`src/verilog/cdt_params.svh`:
```
// constants for the data transfer decoder core
`ifndef CDT_PARAMS_SVH
`define CDT_PARAMS_SVH
`define CDT_RESET_PC     16'h8000
`define CDT_RESET_SP     16'h0000
`define CDT_RST_SHIFT    3
`define CDT_REG_B        3'h0
`define CDT_REG_C        3'h1
`define CDT_REG_D        3'h2
`define CDT_REG_E        3'h3
`define CDT_REG_H        3'h4
`define CDT_REG_L        3'h5
`define CDT_REG_M        3'h6
`define CDT_REG_A        3'h7
`define CDT_PAIR_BC      2'h0
`define CDT_PAIR_DE      2'h1
`define CDT_PAIR_HL      2'h2
`define CDT_PAIR_SP      2'h3
`define CDT_OP_STA       8'h32
`define CDT_OP_LDA       8'h3A
`define CDT_OP_HL_PAIR_DIRECT_LOAD      8'h2A
`define CDT_OP_MVI_M     8'h36
`define CDT_OP_MOV_TO_M  5'h0E
`define CDT_OP_RST_MASK  8'hC7
`define CDT_OP_RST       8'hC7
`define CDT_STATES_REG   5
`define CDT_STATES_MEM   9
`define CDT_STATES_MVIM  13
`define CDT_STATES_DIR   17
`define CDT_STATES_HL_PAIR_DIRECT_LOAD  21
`define CDT_FLAG_S       7
`define CDT_FLAG_Z       6
`define CDT_FLAG_AC      4
`define CDT_FLAG_P       2
`define CDT_FLAG_CY      0
`endif

```
`src/verilog/cdt_pkg.sv`:
```
// types shared by the data transfer decoder core
package cdt_pkg;
  typedef enum logic [3:0] {
    CDT_FETCH = 4'h0,
    CDT_DECODE = 4'h1,
    CDT_OPND1 = 4'h3,
    CDT_OPND2 = 4'h2,
    CDT_MEMRD = 4'h6,
    CDT_MEMRD2 = 4'h7,
    CDT_MEMWR = 4'h5,
    CDT_WAIT = 4'h4,
    CDT_HALT = 4'hC
  } cdt_state_e;

  typedef struct packed {
    logic [15:0] addr;
    logic [7:0]  wdata;
    logic        rd;
    logic        wr;
  } cdt_mem_req_s;

  typedef struct packed {
    logic s;
    logic z;
    logic ac;
    logic p;
    logic cy;
  } cdt_flags_s;
endpackage

```
`src/verilog/cdt_core.sv`:
```
// fetch, decode and data transfer execution of the 8-bit core
`timescale 1ns/100ps
`include "cdt_params.svh"

// Notes on behaviour
// - opcode address is instruction address
// - multi-byte operands low byte first
// - direct address: byte2 low, byte3 high
// - indirect: first pair register high
// - immediate bytes follow the opcode
// - next fetch follows last byte
// - restart target is vector times eight
// - zero flag set on zero result
// - sign flag copies result top bit
// - parity flag set on even ones
// - carry flag on carry or borrow
// - half carry from bit three
// - three-bit register field encoding
// - two-bit pair field encoding
// - data transfers leave flags alone
// - register copy one cycle five states
// - memory read into register, nine states
// - register write to memory at HL
// - immediate load copies second byte
// - immediate store to HL, thirteen states
// - pair load: byte3 high, byte2 low
// - direct accumulator transfer, seventeen states
// - direct HL load: L then H
module cdt_core #(
  parameter int STATE_CYCLES = 1
) (
  input  wire logic        clk_i,       // 25 MHz clock
  input  wire logic        sys_rst_i,   // sync reset, active high
  output cdt_pkg::cdt_mem_req_s mem_o,  // memory request
  input  wire logic [7:0]  mem_rdata_i, // read data
  input  wire logic        mem_ack_i,   // access done
  input  wire cdt_pkg::cdt_flags_s alu_flags_i, // flags from outside ALU
  input  wire logic        alu_flags_we_i, // flag load strobe
  input  wire logic [7:0]  alu_result_i, // result for flag forming
  input  wire logic        alu_cout_i,  // carry/borrow out of bit 7
  input  wire logic        alu_hout_i,  // carry out of bit 3
  input  wire logic        alu_calc_i,  // form flags from result
  output logic [15:0]      pc_o,        // program counter
  output logic [15:0]      sp_o,        // stack pointer
  output logic [7:0]       acc_o,       // accumulator
  output cdt_pkg::cdt_flags_s flags_o,  // condition flags
  output logic [7:0]       opcode_o,    // current opcode
  output logic [4:0]       states_o,    // state count of last instruction
  output logic             retire_o,    // instruction done pulse
  output logic             unsupported_o // opcode other than copy, MVI, LXI, LDA, STA, direct HL load or RST seen
);
  if (STATE_CYCLES < 1 || STATE_CYCLES > 65536) begin : g_bad_cycles
    $error("STATE_CYCLES must lie between 1 and 65536");
  end

  cdt_pkg::cdt_state_e state_reg, state_next;
  logic [7:0]  regs_reg [0:7];
  logic [15:0] pc_reg, sp_reg, inst_pc_reg;
  logic [7:0]  op_reg, b2_reg, b3_reg;
  cdt_pkg::cdt_flags_s flags_reg;
  logic [4:0]  states_reg;
  logic        retire_reg, unsup_reg;
  cdt_pkg::cdt_mem_req_s mem_reg;

  function automatic logic [15:0] pair_val(input logic [1:0] sel,
                                           input logic [7:0] r [0:7],
                                           input logic [15:0] sp);
    case (sel)
      `CDT_PAIR_BC: pair_val = {r[`CDT_REG_B], r[`CDT_REG_C]};
      `CDT_PAIR_DE: pair_val = {r[`CDT_REG_D], r[`CDT_REG_E]};
      `CDT_PAIR_HL: pair_val = {r[`CDT_REG_H], r[`CDT_REG_L]};
      default:      pair_val = sp;
    endcase
  endfunction

  wire [1:0]  op_hi    = op_reg[7:6];
  wire [2:0]  dst_f    = op_reg[5:3]; // dest_reg_field
  wire [2:0]  src_f    = op_reg[2:0]; // src_reg_field
  wire [1:0]  pair_f   = op_reg[5:4]; // pair_select_field
  wire [15:0] hl_addr  = pair_val(`CDT_PAIR_HL, regs_reg, sp_reg);
  wire [15:0] dir_addr = {b3_reg, b2_reg};
  wire is_copy   = (op_hi == 2'h1) && !(dst_f == `CDT_REG_M && src_f == `CDT_REG_M);
  wire is_from_m = is_copy && (src_f == `CDT_REG_M);
  wire is_to_m   = is_copy && (op_reg[7:3] == `CDT_OP_MOV_TO_M);
  wire is_mvi    = (op_hi == 2'h0) && (src_f == 3'h6);
  wire is_lxi    = (op_hi == 2'h0) && (op_reg[3:0] == 4'h1);
  wire is_lda    = op_reg == `CDT_OP_LDA;
  wire is_sta    = op_reg == `CDT_OP_STA;
  wire is_hl_pair_direct_load   = op_reg == `CDT_OP_HL_PAIR_DIRECT_LOAD;
  wire is_rst    = (op_reg & `CDT_OP_RST_MASK) == `CDT_OP_RST;
  wire [1:0] n_opnd = (is_lxi || is_lda || is_sta || is_hl_pair_direct_load) ? 2'h2 :
                      is_mvi ? 2'h1 : 2'h0;
  wire known = is_copy || is_mvi || is_lxi || is_lda || is_sta || is_hl_pair_direct_load || is_rst;
  wire [15:0] rst_tgt = {10'h000, dst_f, 3'h0};
  wire [4:0] st_cnt = is_hl_pair_direct_load ? 5'(`CDT_STATES_HL_PAIR_DIRECT_LOAD) :
                      (is_lda || is_sta) ? 5'(`CDT_STATES_DIR) :
                      (is_mvi && dst_f == `CDT_REG_M) ? 5'(`CDT_STATES_MVIM) :
                      (is_from_m || is_to_m || is_mvi) ? 5'(`CDT_STATES_MEM) :
                      5'(`CDT_STATES_REG);
  wire par_even = ~^alu_result_i;
  logic [15:0] wait_cnt_reg;
  wire wait_done = wait_cnt_reg == 16'(STATE_CYCLES - 1);

  always_comb begin
    state_next = state_reg;
    case (state_reg)
      cdt_pkg::CDT_FETCH:  if (mem_ack_i) state_next = cdt_pkg::CDT_DECODE;
      cdt_pkg::CDT_DECODE: begin
        if (!known) state_next = cdt_pkg::CDT_HALT;
        else if (n_opnd != 2'h0) state_next = cdt_pkg::CDT_OPND1;
        else if (is_from_m) state_next = cdt_pkg::CDT_MEMRD;
        else if (is_to_m) state_next = cdt_pkg::CDT_MEMWR;
        else state_next = cdt_pkg::CDT_WAIT;
      end
      cdt_pkg::CDT_OPND1: if (mem_ack_i) state_next =
        (n_opnd == 2'h2) ? cdt_pkg::CDT_OPND2 :
        (dst_f == `CDT_REG_M) ? cdt_pkg::CDT_MEMWR : cdt_pkg::CDT_WAIT;
      cdt_pkg::CDT_OPND2: if (mem_ack_i) state_next =
        (is_lda || is_hl_pair_direct_load) ? cdt_pkg::CDT_MEMRD :
        is_sta ? cdt_pkg::CDT_MEMWR : cdt_pkg::CDT_WAIT;
      cdt_pkg::CDT_MEMRD: if (mem_ack_i) state_next =
        is_hl_pair_direct_load ? cdt_pkg::CDT_MEMRD2 : cdt_pkg::CDT_WAIT;
      cdt_pkg::CDT_MEMRD2: if (mem_ack_i) state_next = cdt_pkg::CDT_WAIT;
      cdt_pkg::CDT_MEMWR: if (mem_ack_i) state_next = cdt_pkg::CDT_WAIT;
      cdt_pkg::CDT_WAIT:  if (wait_done) state_next = cdt_pkg::CDT_FETCH;
      default: state_next = cdt_pkg::CDT_HALT;
    endcase
  end

  // one byte per access, held until acknowledged
  always_comb begin
    mem_reg = '0;
    case (state_reg)
      cdt_pkg::CDT_FETCH: begin mem_reg.addr = pc_reg; mem_reg.rd = 1'b1; end
      cdt_pkg::CDT_OPND1, cdt_pkg::CDT_OPND2: begin
        mem_reg.addr = pc_reg;
        mem_reg.rd = 1'b1;
      end
      cdt_pkg::CDT_MEMRD: begin
        mem_reg.addr = (is_lda || is_hl_pair_direct_load) ? dir_addr : hl_addr;
        mem_reg.rd = 1'b1;
      end
      cdt_pkg::CDT_MEMRD2: begin
        mem_reg.addr = dir_addr + 16'h0001;
        mem_reg.rd = 1'b1;
      end
      cdt_pkg::CDT_MEMWR: begin
        mem_reg.addr = is_sta ? dir_addr : hl_addr;
        mem_reg.wdata = is_sta ? regs_reg[`CDT_REG_A] :
                        is_mvi ? b2_reg : regs_reg[src_f];
        mem_reg.wr = 1'b1;
      end
      default: ;
    endcase
  end
  assign mem_o = mem_reg;

  always_ff @(posedge clk_i) begin
    if (sys_rst_i) state_reg <= cdt_pkg::CDT_FETCH;
    else state_reg <= state_next;
  end

  always_ff @(posedge clk_i) begin
    if (sys_rst_i || state_reg != cdt_pkg::CDT_WAIT) wait_cnt_reg <= 16'h0000;
    else wait_cnt_reg <= wait_cnt_reg + 16'h0001;
  end

  always_ff @(posedge clk_i) begin
    if (sys_rst_i) begin
      pc_reg <= `CDT_RESET_PC;
      inst_pc_reg <= `CDT_RESET_PC;
      op_reg <= 8'h00;
      b2_reg <= 8'h00;
      b3_reg <= 8'h00;
    end else begin
      if (mem_ack_i && state_reg == cdt_pkg::CDT_FETCH) begin
        op_reg <= mem_rdata_i;
        inst_pc_reg <= pc_reg;
        pc_reg <= pc_reg + 16'h0001;
      end
      if (mem_ack_i && state_reg == cdt_pkg::CDT_OPND1) begin
        b2_reg <= mem_rdata_i;
        pc_reg <= pc_reg + 16'h0001;
      end
      if (mem_ack_i && state_reg == cdt_pkg::CDT_OPND2) begin
        b3_reg <= mem_rdata_i;
        pc_reg <= pc_reg + 16'h0001;
      end
      if (state_reg == cdt_pkg::CDT_DECODE && is_rst) pc_reg <= rst_tgt;
    end
  end

  always_ff @(posedge clk_i) begin
    if (sys_rst_i) sp_reg <= `CDT_RESET_SP;
    else if (state_reg == cdt_pkg::CDT_OPND2 && mem_ack_i && is_lxi &&
             pair_f == `CDT_PAIR_SP) sp_reg <= {mem_rdata_i, b2_reg};
  end

  wire [7:0] reg_next [0:7];
  for (genvar g = 0; g < 8; g++) begin : g_regs
    if (g != 6) begin : g_real
      wire ld_copy = state_reg == cdt_pkg::CDT_DECODE && is_copy && !is_from_m &&
                     !is_to_m && dst_f == 3'(g);
      wire ld_mem  = state_reg == cdt_pkg::CDT_MEMRD && mem_ack_i &&
                     ((is_from_m && dst_f == 3'(g)) || (is_lda && g == 7) ||
                      (is_hl_pair_direct_load && g == 5));
      wire ld_hi   = state_reg == cdt_pkg::CDT_MEMRD2 && mem_ack_i && g == 4;
      wire ld_imm  = state_reg == cdt_pkg::CDT_OPND1 && mem_ack_i && is_mvi &&
                     dst_f == 3'(g);
      wire ld_plo  = state_reg == cdt_pkg::CDT_OPND1 && mem_ack_i && is_lxi &&
                     pair_f != `CDT_PAIR_SP && 3'(g) == {pair_f, 1'b1};
      wire ld_phi  = state_reg == cdt_pkg::CDT_OPND2 && mem_ack_i && is_lxi &&
                     pair_f != `CDT_PAIR_SP && 3'(g) == {pair_f, 1'b0};
      assign reg_next[g] = ld_copy ? regs_reg[src_f] :
                           (ld_mem || ld_hi || ld_imm || ld_plo || ld_phi) ? mem_rdata_i :
                           regs_reg[g];
    end else begin : g_none
      assign reg_next[g] = 8'h00;
    end
  end

  // one process owns the whole register file
  always_ff @(posedge clk_i) begin
    for (int i = 0; i < 8; i++) begin
      if (sys_rst_i) regs_reg[i] <= 8'h00;
      else regs_reg[i] <= reg_next[i];
    end
  end

  // flags change only on the outside strobe, never from a transfer
  always_ff @(posedge clk_i) begin
    if (sys_rst_i) flags_reg <= '0;
    else if (alu_flags_we_i && alu_calc_i) begin
      flags_reg.z  <= alu_result_i == 8'h00;
      flags_reg.s  <= alu_result_i[7];
      flags_reg.p  <= par_even;
      flags_reg.cy <= alu_cout_i;
      flags_reg.ac <= alu_hout_i;
    end else if (alu_flags_we_i) flags_reg <= alu_flags_i;
  end

  always_ff @(posedge clk_i) begin
    if (sys_rst_i) begin
      retire_reg <= 1'b0;
      states_reg <= 5'h00;
      unsup_reg <= 1'b0;
    end else begin
      retire_reg <= state_reg == cdt_pkg::CDT_WAIT && wait_done;
      if (state_reg == cdt_pkg::CDT_DECODE) states_reg <= st_cnt;
      if (state_reg == cdt_pkg::CDT_DECODE && !known) unsup_reg <= 1'b1;
    end
  end

  assign pc_o = pc_reg;
  assign sp_o = sp_reg;
  assign acc_o = regs_reg[`CDT_REG_A];
  assign flags_o = flags_reg;
  assign opcode_o = op_reg;
  assign states_o = states_reg;
  assign retire_o = retire_reg;
  assign unsupported_o = unsup_reg;

  chk_flags_hold: assert property (@(posedge clk_i) disable iff (sys_rst_i)
    !alu_flags_we_i |=> flags_reg == $past(flags_reg))
    else $error("flags changed without strobe");
  chk_zero_flag: assert property (@(posedge clk_i) disable iff (sys_rst_i)
    alu_flags_we_i && alu_calc_i |=> flags_reg.z == ($past(alu_result_i) == 8'h00))
    else $error("zero flag wrong");
  chk_parity_flag: assert property (@(posedge clk_i) disable iff (sys_rst_i)
    alu_flags_we_i && alu_calc_i |=> flags_reg.p == ~^$past(alu_result_i))
    else $error("parity flag wrong");
  chk_sign_flag: assert property (@(posedge clk_i) disable iff (sys_rst_i)
    alu_flags_we_i && alu_calc_i |=> flags_reg.s == $past(alu_result_i[7]))
    else $error("sign flag wrong");
  chk_rst_target: assert property (@(posedge clk_i) disable iff (sys_rst_i)
    state_reg == cdt_pkg::CDT_DECODE && is_rst |=> pc_reg == {10'h000, $past(dst_f), 3'h0})
    else $error("restart target wrong");
  chk_fetch_step: assert property (@(posedge clk_i) disable iff (sys_rst_i)
    state_reg == cdt_pkg::CDT_FETCH && mem_ack_i |=> pc_reg == $past(pc_reg) + 16'h0001)
    else $error("pc did not advance");
  chk_one_access: assert property (@(posedge clk_i) disable iff (sys_rst_i)
    !(mem_o.rd && mem_o.wr))
    else $error("read and write together");
  chk_hl_write: assert property (@(posedge clk_i) disable iff (sys_rst_i)
    state_reg == cdt_pkg::CDT_MEMWR && is_to_m |-> mem_o.addr == hl_addr)
    else $error("write not at HL");
  chk_hl_pair_direct_load_high: assert property (@(posedge clk_i) disable iff (sys_rst_i)
    state_reg == cdt_pkg::CDT_MEMRD2 |-> mem_o.addr == dir_addr + 16'h0001)
    else $error("second byte address wrong");
  chk_req_held: assert property (@(posedge clk_i) disable iff (sys_rst_i)
    (mem_o.rd || mem_o.wr) && !mem_ack_i |=> $stable(mem_o))
    else $error("request changed before ack");
  chk_inst_addr: assert property (@(posedge clk_i) disable iff (sys_rst_i)
    state_reg == cdt_pkg::CDT_FETCH && mem_ack_i |=> inst_pc_reg == $past(mem_o.addr))
    else $error("instruction address not opcode address");
  cov_copy: cover property (@(posedge clk_i) state_reg == cdt_pkg::CDT_DECODE && is_copy);
  cov_hl_pair_direct_load: cover property (@(posedge clk_i) state_reg == cdt_pkg::CDT_MEMRD2 && mem_ack_i);
  cov_sta: cover property (@(posedge clk_i) state_reg == cdt_pkg::CDT_MEMWR && is_sta);
  cov_mvi_m: cover property (@(posedge clk_i) state_reg == cdt_pkg::CDT_MEMWR && is_mvi);
endmodule

```
`config.mk`:
```
export PLATFORM = sky130hd
export DESIGN_NAME = cdt_core
export DESIGN_NICKNAME = d
export VERILOG_FILES = /design/src/verilog/cdt_pkg.sv /design/src/verilog/cdt_core.sv
export VERILOG_INCLUDE_DIRS = /design/src /design/src/verilog
export SDC_FILE = /design/constraint.sdc
export NUM_CORES = 1
export LEC_CHECK = 0
export BUFFER_PORTS_ARGS = -buffer_cell sky130_fd_sc_hd__buf_2
export CORE_MARGIN = 1
export CORE_UTILIZATION = 50
export CTS_BUF_LIST = sky130_fd_sc_hd__clkbuf_2
export DETAILED_ROUTE_END_ITERATION = 10
export PLACE_DENSITY = 0.69
export SYNTH_ARGS = -nofsm -noshare
export SYNTH_HDL_FRONTEND = slang
export SYNTH_SLANG_ARGS = --single-unit
```
`constraint.sdc`:
```
create_clock -name clk_i -period 6.3 [get_ports clk_i]
set_input_delay 0.315 -clock clk_i [delete_from_list [all_inputs] [get_ports clk_i]]
set_output_delay 0.315 -clock clk_i [all_outputs]
set_load 0.01 [all_outputs]
```
==> results of run 1 <==
[worst max-delay path by stage]
stage                      endpoint        start  cells after the start  slack (ns)
after global placement    mem_o[12]  opcode_o[1]                      7        3.20
after global routing      mem_o[24]  opcode_o[1]                      8        1.87
after floorplan           mem_o[18]  opcode_o[1]                      9        3.87
after detailed placement  mem_o[17]  opcode_o[1]                      7        3.09
after CTS                 mem_o[17]  opcode_o[1]                      7        2.24
final                     mem_o[17]  opcode_o[1]                      7        2.16
[synthesized netlist by cell type (4+ instances only)]
| cell type | n |
|---|---|
| a211oi_1 | 58 |
| a211oi_2 | 6 |
| a21oi_1 | 29 |
| a221o_1 | 4 |
| a221oi_1 | 14 |
| a222oi_1 | 6 |
| a22oi_1 | 8 |
| a31oi_1 | 5 |
| and3_1 | 11 |
| and4_1 | 5 |
| buf_2 | 15 |
| buf_4 | 15 |
| clkbuf_1 | 41 |
| dfxtp_1 | 143 |
| ha_1 | 8 |
| inv_1 | 21 |
| mux2_2 | 15 |
| mux2i_1 | 106 |
| nand2_1 | 53 |
| nand2b_1 | 5 |
| nand3_1 | 31 |
| nand4_1 | 9 |
| nor2_1 | 152 |
| nor2_2 | 8 |
| nor2b_1 | 4 |
| nor3_1 | 15 |
| nor3b_1 | 4 |
| nor4_1 | 8 |
| o21ai_0 | 36 |
| or3_1 | 6 |
| xnor2_1 | 8 |
| xor2_1 | 22 |
[cell families (layout without fill, tap and decap cells)]
group / Yosys count / after routing / share of synthesized area, %
AND/OR/NAND/NOR: 330 / 330 / 20.3
AO/OA/AOI/OAI: 195 / 195 / 18.1
flip-flops: 143 / 143 / 35.6
multiplexers: 122 / 122 / 15.6
buffers and inverters: 99 / 205 / 5.83
XOR/XNOR: 30 / 30 / 3.27
adder cells (fa/ha/maj): 8 / 8 / 1.24
other: 1 / 1 / 0.0466
[per-layer routing]
layer,track usage (%),wire length (um)
met1,41.3,10800
met2,43.2,10600
met3,6.57,1700
met4,9.48,575
met5,0,0
[critical path, stage by stage (launching register included)]
cell and delay [ns]:
dfxtp_1 0.94, nor3b_1 0.38, nand3_1 0.25, nor2_1 0.89, o21ai_0 0.22, o21ai_0 0.13
a221o_1 0.16, buf_2 0.13
[placed cells by master (no fill, tap or decap), types with 7 or more instances in the layout]
cell type,instances
dfxtp_1,143
a211oi_1,58
a221oi_1,14
buf_2,111
dlygate4sd3_1,26
nand2_1,53
nor3_1,15
xor2_1,22
and3_1,11
mux2i_1,106
inv_1,21
buf_4,13
a22oi_1,8
nor2_2,8
nor2_1,152
a21oi_1,29
nor4_1,7
o21ai_0,36
mux2_2,15
nand4_1,9
nand3_1,31
ha_1,8
clkbuf_2,18
xnor2_1,8
[layout make-up]
cell class,count,area [um^2]
clock inverter,14,180
multi-input combinational,686,4720
fill,1505,6650
timing repair buffer,150,913
sequential,143,2860
tap,216,270
inverter,23,86.3
clock buffer,18,90.1
[power by group]
| part | internal, mW | switching, mW | total (mW) | leakage, nW |
|---|---|---|---|---|
| logic | 0.254 | 0.413 | 0.666 | 2.22 |
| registers | 0.951 | 0.112 | 1.06 | 1.16 |
| clock network | 0.231 | 0.373 | 0.604 | 0.156 |
[through the flow]
step	utilization [%]	instances	worst slack (ns)	hold slack [ns]	cell area (um^2)
floorplan	-	928	3.87	0.430	8050
global placement	54.5	1192	3.20	0.435	8590
detailed placement	54.5	1192	3.09	0.443	8590
CTS	57.8	1250	2.24	0.358	9120
global route	57.8	1250	1.87	0.380	9120
finish	57.8	1250	2.16	0.417	9120
==> results.ini, run 1 <==
[yosys]
avgSynthCellArea_um2 = 8.67
synth_largest_area_cell = dfxtp_1
postSynthCellCount = 928
syn-num-nets = 964
ys_seq_area_share_pct = 35.6
synth_edf_count = 0
synth_area_leaders = dfxtp_1 (36%), mux2i_1 (13%), nor2_1 (7.1%)
yosys_most_used_dff = dfxtp_1
syn_area_um2 = 8050
ys_ff_latch = 143
synthArstFlopShare_pct = 0
synth.distinct_cells = 70
synth_top_area_share_pct = 35.6
yosysWarnings = 0

[die]
io_pins = 114
coreArea_um2 = 15800
std_cell_rows = 46
die_h_um = 129
start_util_pct = 51.0
die_area_um2 = 16600
die_x_um = 129

[routing]
drt_iter0_markers = 753
drtPass1Iterations = 8
vias_per_cell = 5.95
drc = 0
vias = 7437
avgRoutedWirePerCell_um = 19.0
ant_nets = 0
wirelength_um = 23700

[cts]
cts.clk_slew.worst_paths_ns = 0.22
clk_latency_ns = 0.73
clock_sinks = 143
post_cts_buffers = 0
cts-buffers-inserted = 17
cts_root_buf = clkbuf_2
max-clock-path-buffers = 2
cts_tree = built
h-tree-depth = 4
post_cts_resized = 0
cts_hold_buf = 26

[hold_path]
min_to = flags_o[2]
min-delay-start = alu_flags_we_i
hold_depth = 3
hold_path.class = in -> reg

[global_routing]
grt_pass1_wl_um = 36900
overflow = 0
antenna_found_initial = 0
grt_pass1_vias = 6654
grt_max_degree = 78
grt_usage_pct = 29.0

[sta]
fin_skew_ns = 0.0260
worst_slew_margin_rel_pct = 20.4
setup-violations-final = 0
period_minus_slack_ns = 4.14
hold_viol = 0
slew_violations = 0
worst_pin_slew_ns = 1.19
rsz0062_at_grt = no
fmax_ghz = 0.241
period_share_pct = 65.8
fin_setup_tns_ns = 0

[worst_setup_path]
worstPathRequired_ns = 5.98
critPathKind = reg -> out
arrival_ns = 3.83
r2r-end = sp_o[12]
r2r_slack_ns = 2.66
critPathMaxFanout = 20
cp-end-kind = output port
startpoint_type = flop
timing.rr.start = state_reg[1]
reg2reg_depth = 8

[place]
gp_congestion = 0.916
dpl.hpwl_um = 16300
port_buffers = 112

[flow_run]
maxCapViolations = 0

[final_layout]
drive_gt1_share_pct = 20.0
area_growth_pct = 13.4
nNetsFinal = 1057
diodes = 0
largest_reg_flops = 32

[power]
total_power_mw = 2.33
p_leak_nw = 3.53
p_per_area_nw_per_um2 = 256
vdd_drop_max_uv = 213

[status]
status = finished, final reports clean

Note: power is estimated with default switching activity, not from simulation.
==> inputs of run 2 (changes only) <==
--- a/config.mk
+++ b/config.mk
@@ -11,7 +11,7 @@
 export CORE_UTILIZATION = 50
 export CTS_BUF_LIST = sky130_fd_sc_hd__clkbuf_2
 export DETAILED_ROUTE_END_ITERATION = 10
-export PLACE_DENSITY = 0.69
+export PLACE_DENSITY = 0.72
 export SYNTH_ARGS = -nofsm -noshare
 export SYNTH_HDL_FRONTEND = slang
 export SYNTH_SLANG_ARGS = --single-unit
==> constraint.sdc (replaced) <==
create_clock -name clk_i -period 3.8 [get_ports clk_i]
set_input_delay 0.19 -clock clk_i [delete_from_list [all_inputs] [get_ports clk_i]]
set_output_delay 0.19 -clock clk_i [all_outputs]
set_load 0.01 [all_outputs]
==> run 2 against run 1 <==
Against the previous run:
- sequential power rose by 65%
- clock power grew 48%
- largest cell class unchanged
- die area is the same
- non-clock buffer count rose by 3
- register-to-register slack worse by 1.8 ns
- critical endpoint is now mem_o[12]
- clock skew rose by 0.00074 ns
- final cell count is 0.32% higher
- worst setup slack got worse by 1.8 ns
- sequential share of layout area grew 0.054 points
- power grew 62%
- via count increased by 0.71%
- largest power group unchanged
- sequential cell count stayed put
==> results.ini, run 2 (synthesis gave the netlist of run 1 again) <==
[worst_setup_path]
startpoint_type = flop  ; unchanged
r2r_slack_ns = 0.88  ; was 2.66 ns
worstPathRequired_ns = 3.61  ; was 5.98 ns
critPathKind = reg -> out  ; unchanged
reg2reg_depth = 6  ; was 8
timing.rr.start = state_reg[0]  ; was state_reg[1]
critPathMaxFanout = 15  ; was 20
arrival_ns = 3.26  ; was 3.83 ns
cp-startpoint = state_reg[1]  ; was opcode_o[1]
cp-end-kind = output port  ; unchanged
r2r-end = regs_reg[55]  ; was sp_o[12]

[sta]
worst_slew_margin_rel_pct = 41.2  ; was 20.4%
fin_skew_ns = 0.0268  ; was 0.0260 ns
fin_hold_ws_ns = 0.279  ; was 0.417 ns
period_share_pct = 90.9
fin_setup_tns_ns = 0  ; unchanged
setup-violations-final = 0  ; unchanged
rsz0062_at_grt = no  ; unchanged
fmax_ghz = 0.290
slew_violations = 0  ; unchanged
worst_pin_slew_ns = 0.882  ; was 1.19 ns
fin_ws_ns = 0.346  ; was 2.16 ns
hold_viol = 0  ; unchanged
period_minus_slack_ns = 3.45

[cts]
clock_sinks = 143  ; unchanged
post_cts_buffers = 0  ; unchanged
h-tree-depth = 4  ; unchanged
clk_latency_ns = 0.77  ; was 0.73 ns
cts-buffers-inserted = 17  ; unchanged
cts_tree = built  ; unchanged
max-clock-path-buffers = 2  ; unchanged
cts_root_buf = clkbuf_2  ; unchanged
cts.clk_slew.worst_paths_ns = 0.21  ; was 0.22 ns

[routing]
avgRoutedWirePerCell_um = 18.8  ; was 19.0 um
vias = 7490  ; was 7437
ant_nets = 0  ; unchanged
drc = 0  ; unchanged
drt_iter0_markers = 894  ; was 753
wirelength_um = 23600  ; was 23700 um
vias_per_cell = 5.97  ; was 5.95
drtPass1Iterations = 10  ; was 8

[flow_run]
maxCapViolations = 0  ; unchanged

[hold_path]
min-delay-start = alu_flags_we_i  ; unchanged
hold_path.class = in -> reg  ; unchanged
hold_depth = 3  ; unchanged
min_to = flags_o[3]  ; was flags_o[2]

[place]
port_buffers = 112  ; unchanged
placedCellCount = 1196  ; was 1192
gp_congestion = 0.922  ; was 0.916
dpl.hpwl_um = 16400  ; was 16300 um
post-place-ws_ns = 0.957  ; was 3.09 ns
placed_cell_area_um2 = 8620  ; was 8590 um^2

[final_layout]
area_growth_pct = 13.3  ; was 13.4%
largest_reg_flops = 32  ; unchanged
fin_cells = 1254  ; was 1250
final_core_util_pct = 57.8  ; about the same
layout_common_cells = nor2_1 (152), dfxtp_1 (140), buf_2 (111)  ; was nor2_1 (152), dfxtp_1 (143), buf_2 (111)
stdcell_area_um2 = 9120  ; about the same
layout_commonest_cell = nor2_1  ; unchanged
nNetsFinal = 1060  ; was 1057
drive_gt1_share_pct = 20.6  ; was 20.0%

[die]
die_h_um = 129  ; unchanged
die_area_um2 = 16600  ; unchanged
coreArea_um2 = 15800  ; unchanged
io_pins = 114  ; unchanged
start_util_pct = 51.0  ; unchanged
die_x_um = 129  ; unchanged
std_cell_rows = 46  ; unchanged

[global_routing]
antenna_found_initial = 1  ; was 0
grt_pass1_wl_um = 37200  ; was 36900 um
overflow = 0  ; unchanged
grt_usage_pct = 29.1  ; was 29.0%
grt_pass1_vias = 6796  ; was 6654
grt_max_degree = 76  ; was 78

[power]
p_leak_nw = 3.52  ; was 3.53 nW
p_per_area_nw_per_um2 = 413  ; was 256 nW/um^2
total_power_mw = 3.77  ; was 2.33 mW
vdd_drop_max_uv = 336  ; was 213 uV

[status]
status = finished, final reports clean  ; unchanged

-- run 2: changes by cell type in the layout (fill, tap and decap cells not counted) --
cell,before,now
dfxtp_1,143,140
dlygate4sd3_1,26,25
dfxtp_2,0,3
diode_2,0,1
buf_4,13,17
nor2_4,0,1
nor2_2,8,7
clkinvlp_4,2,3
clkinv_2,1,0
inv_8,0,2
bufinv_16,3,1
-- run 2: area by class of cell --
type	count	area, um^2
timing repair buffer	153	933
antenna	1	2.50
sequential	143	2870
inverter	23	86.3
fill	1495	6650
clock buffer	18	90.1
multi-input combinational	686	4720
clock inverter	14	145
tap	216	270
-- run 2: worst max-delay path: stages, from the launching register on --
cell	delay, ns
dfxtp_2	0.55
clkinv_1	0.31
nand3_2	0.28
inv_1	0.14
a2bb2oi_1	0.26
nor2_1	0.09
buf_4	0.20
o21ai_0	0.15
o21ai_0	0.10
a221o_1	0.28
buf_2	0.14
-- run 2: what timing repair did --
item	CTS	global route
hold buffers	25	0
endpoints found under the setup margin	0	16
gates resized for setup	0	4
endpoints found under the hold margin	107	0
-- run 2: how the worst max path moves through the flow --
stage / end / slack, ns / cells after the start
final: mem_o[12] / 0.35 / 10
after global placement: regs_reg[55] / 1.03 / 6
after CTS: mem_o[12] / 0.16 / 10
after detailed placement: regs_reg[55] / 0.96 / 6
after global routing: mem_o[22] / 0.05 / 8
after floorplan: mem_o[18] / 1.50 / 9
-- run 2: report_power, final --
part | switching [mW] | internal, mW
Combinational | 0.696 | 0.430
Sequential | 0.173 | 1.58
Clock | 0.631 | 0.262
-- run 2: metal layers --
metal  GRT usage [%]  share of wire (%)
met1            40.3                 45
met2            44.3                 45
met3            6.20                7.5
met4            11.1                2.6
met5               0                  0
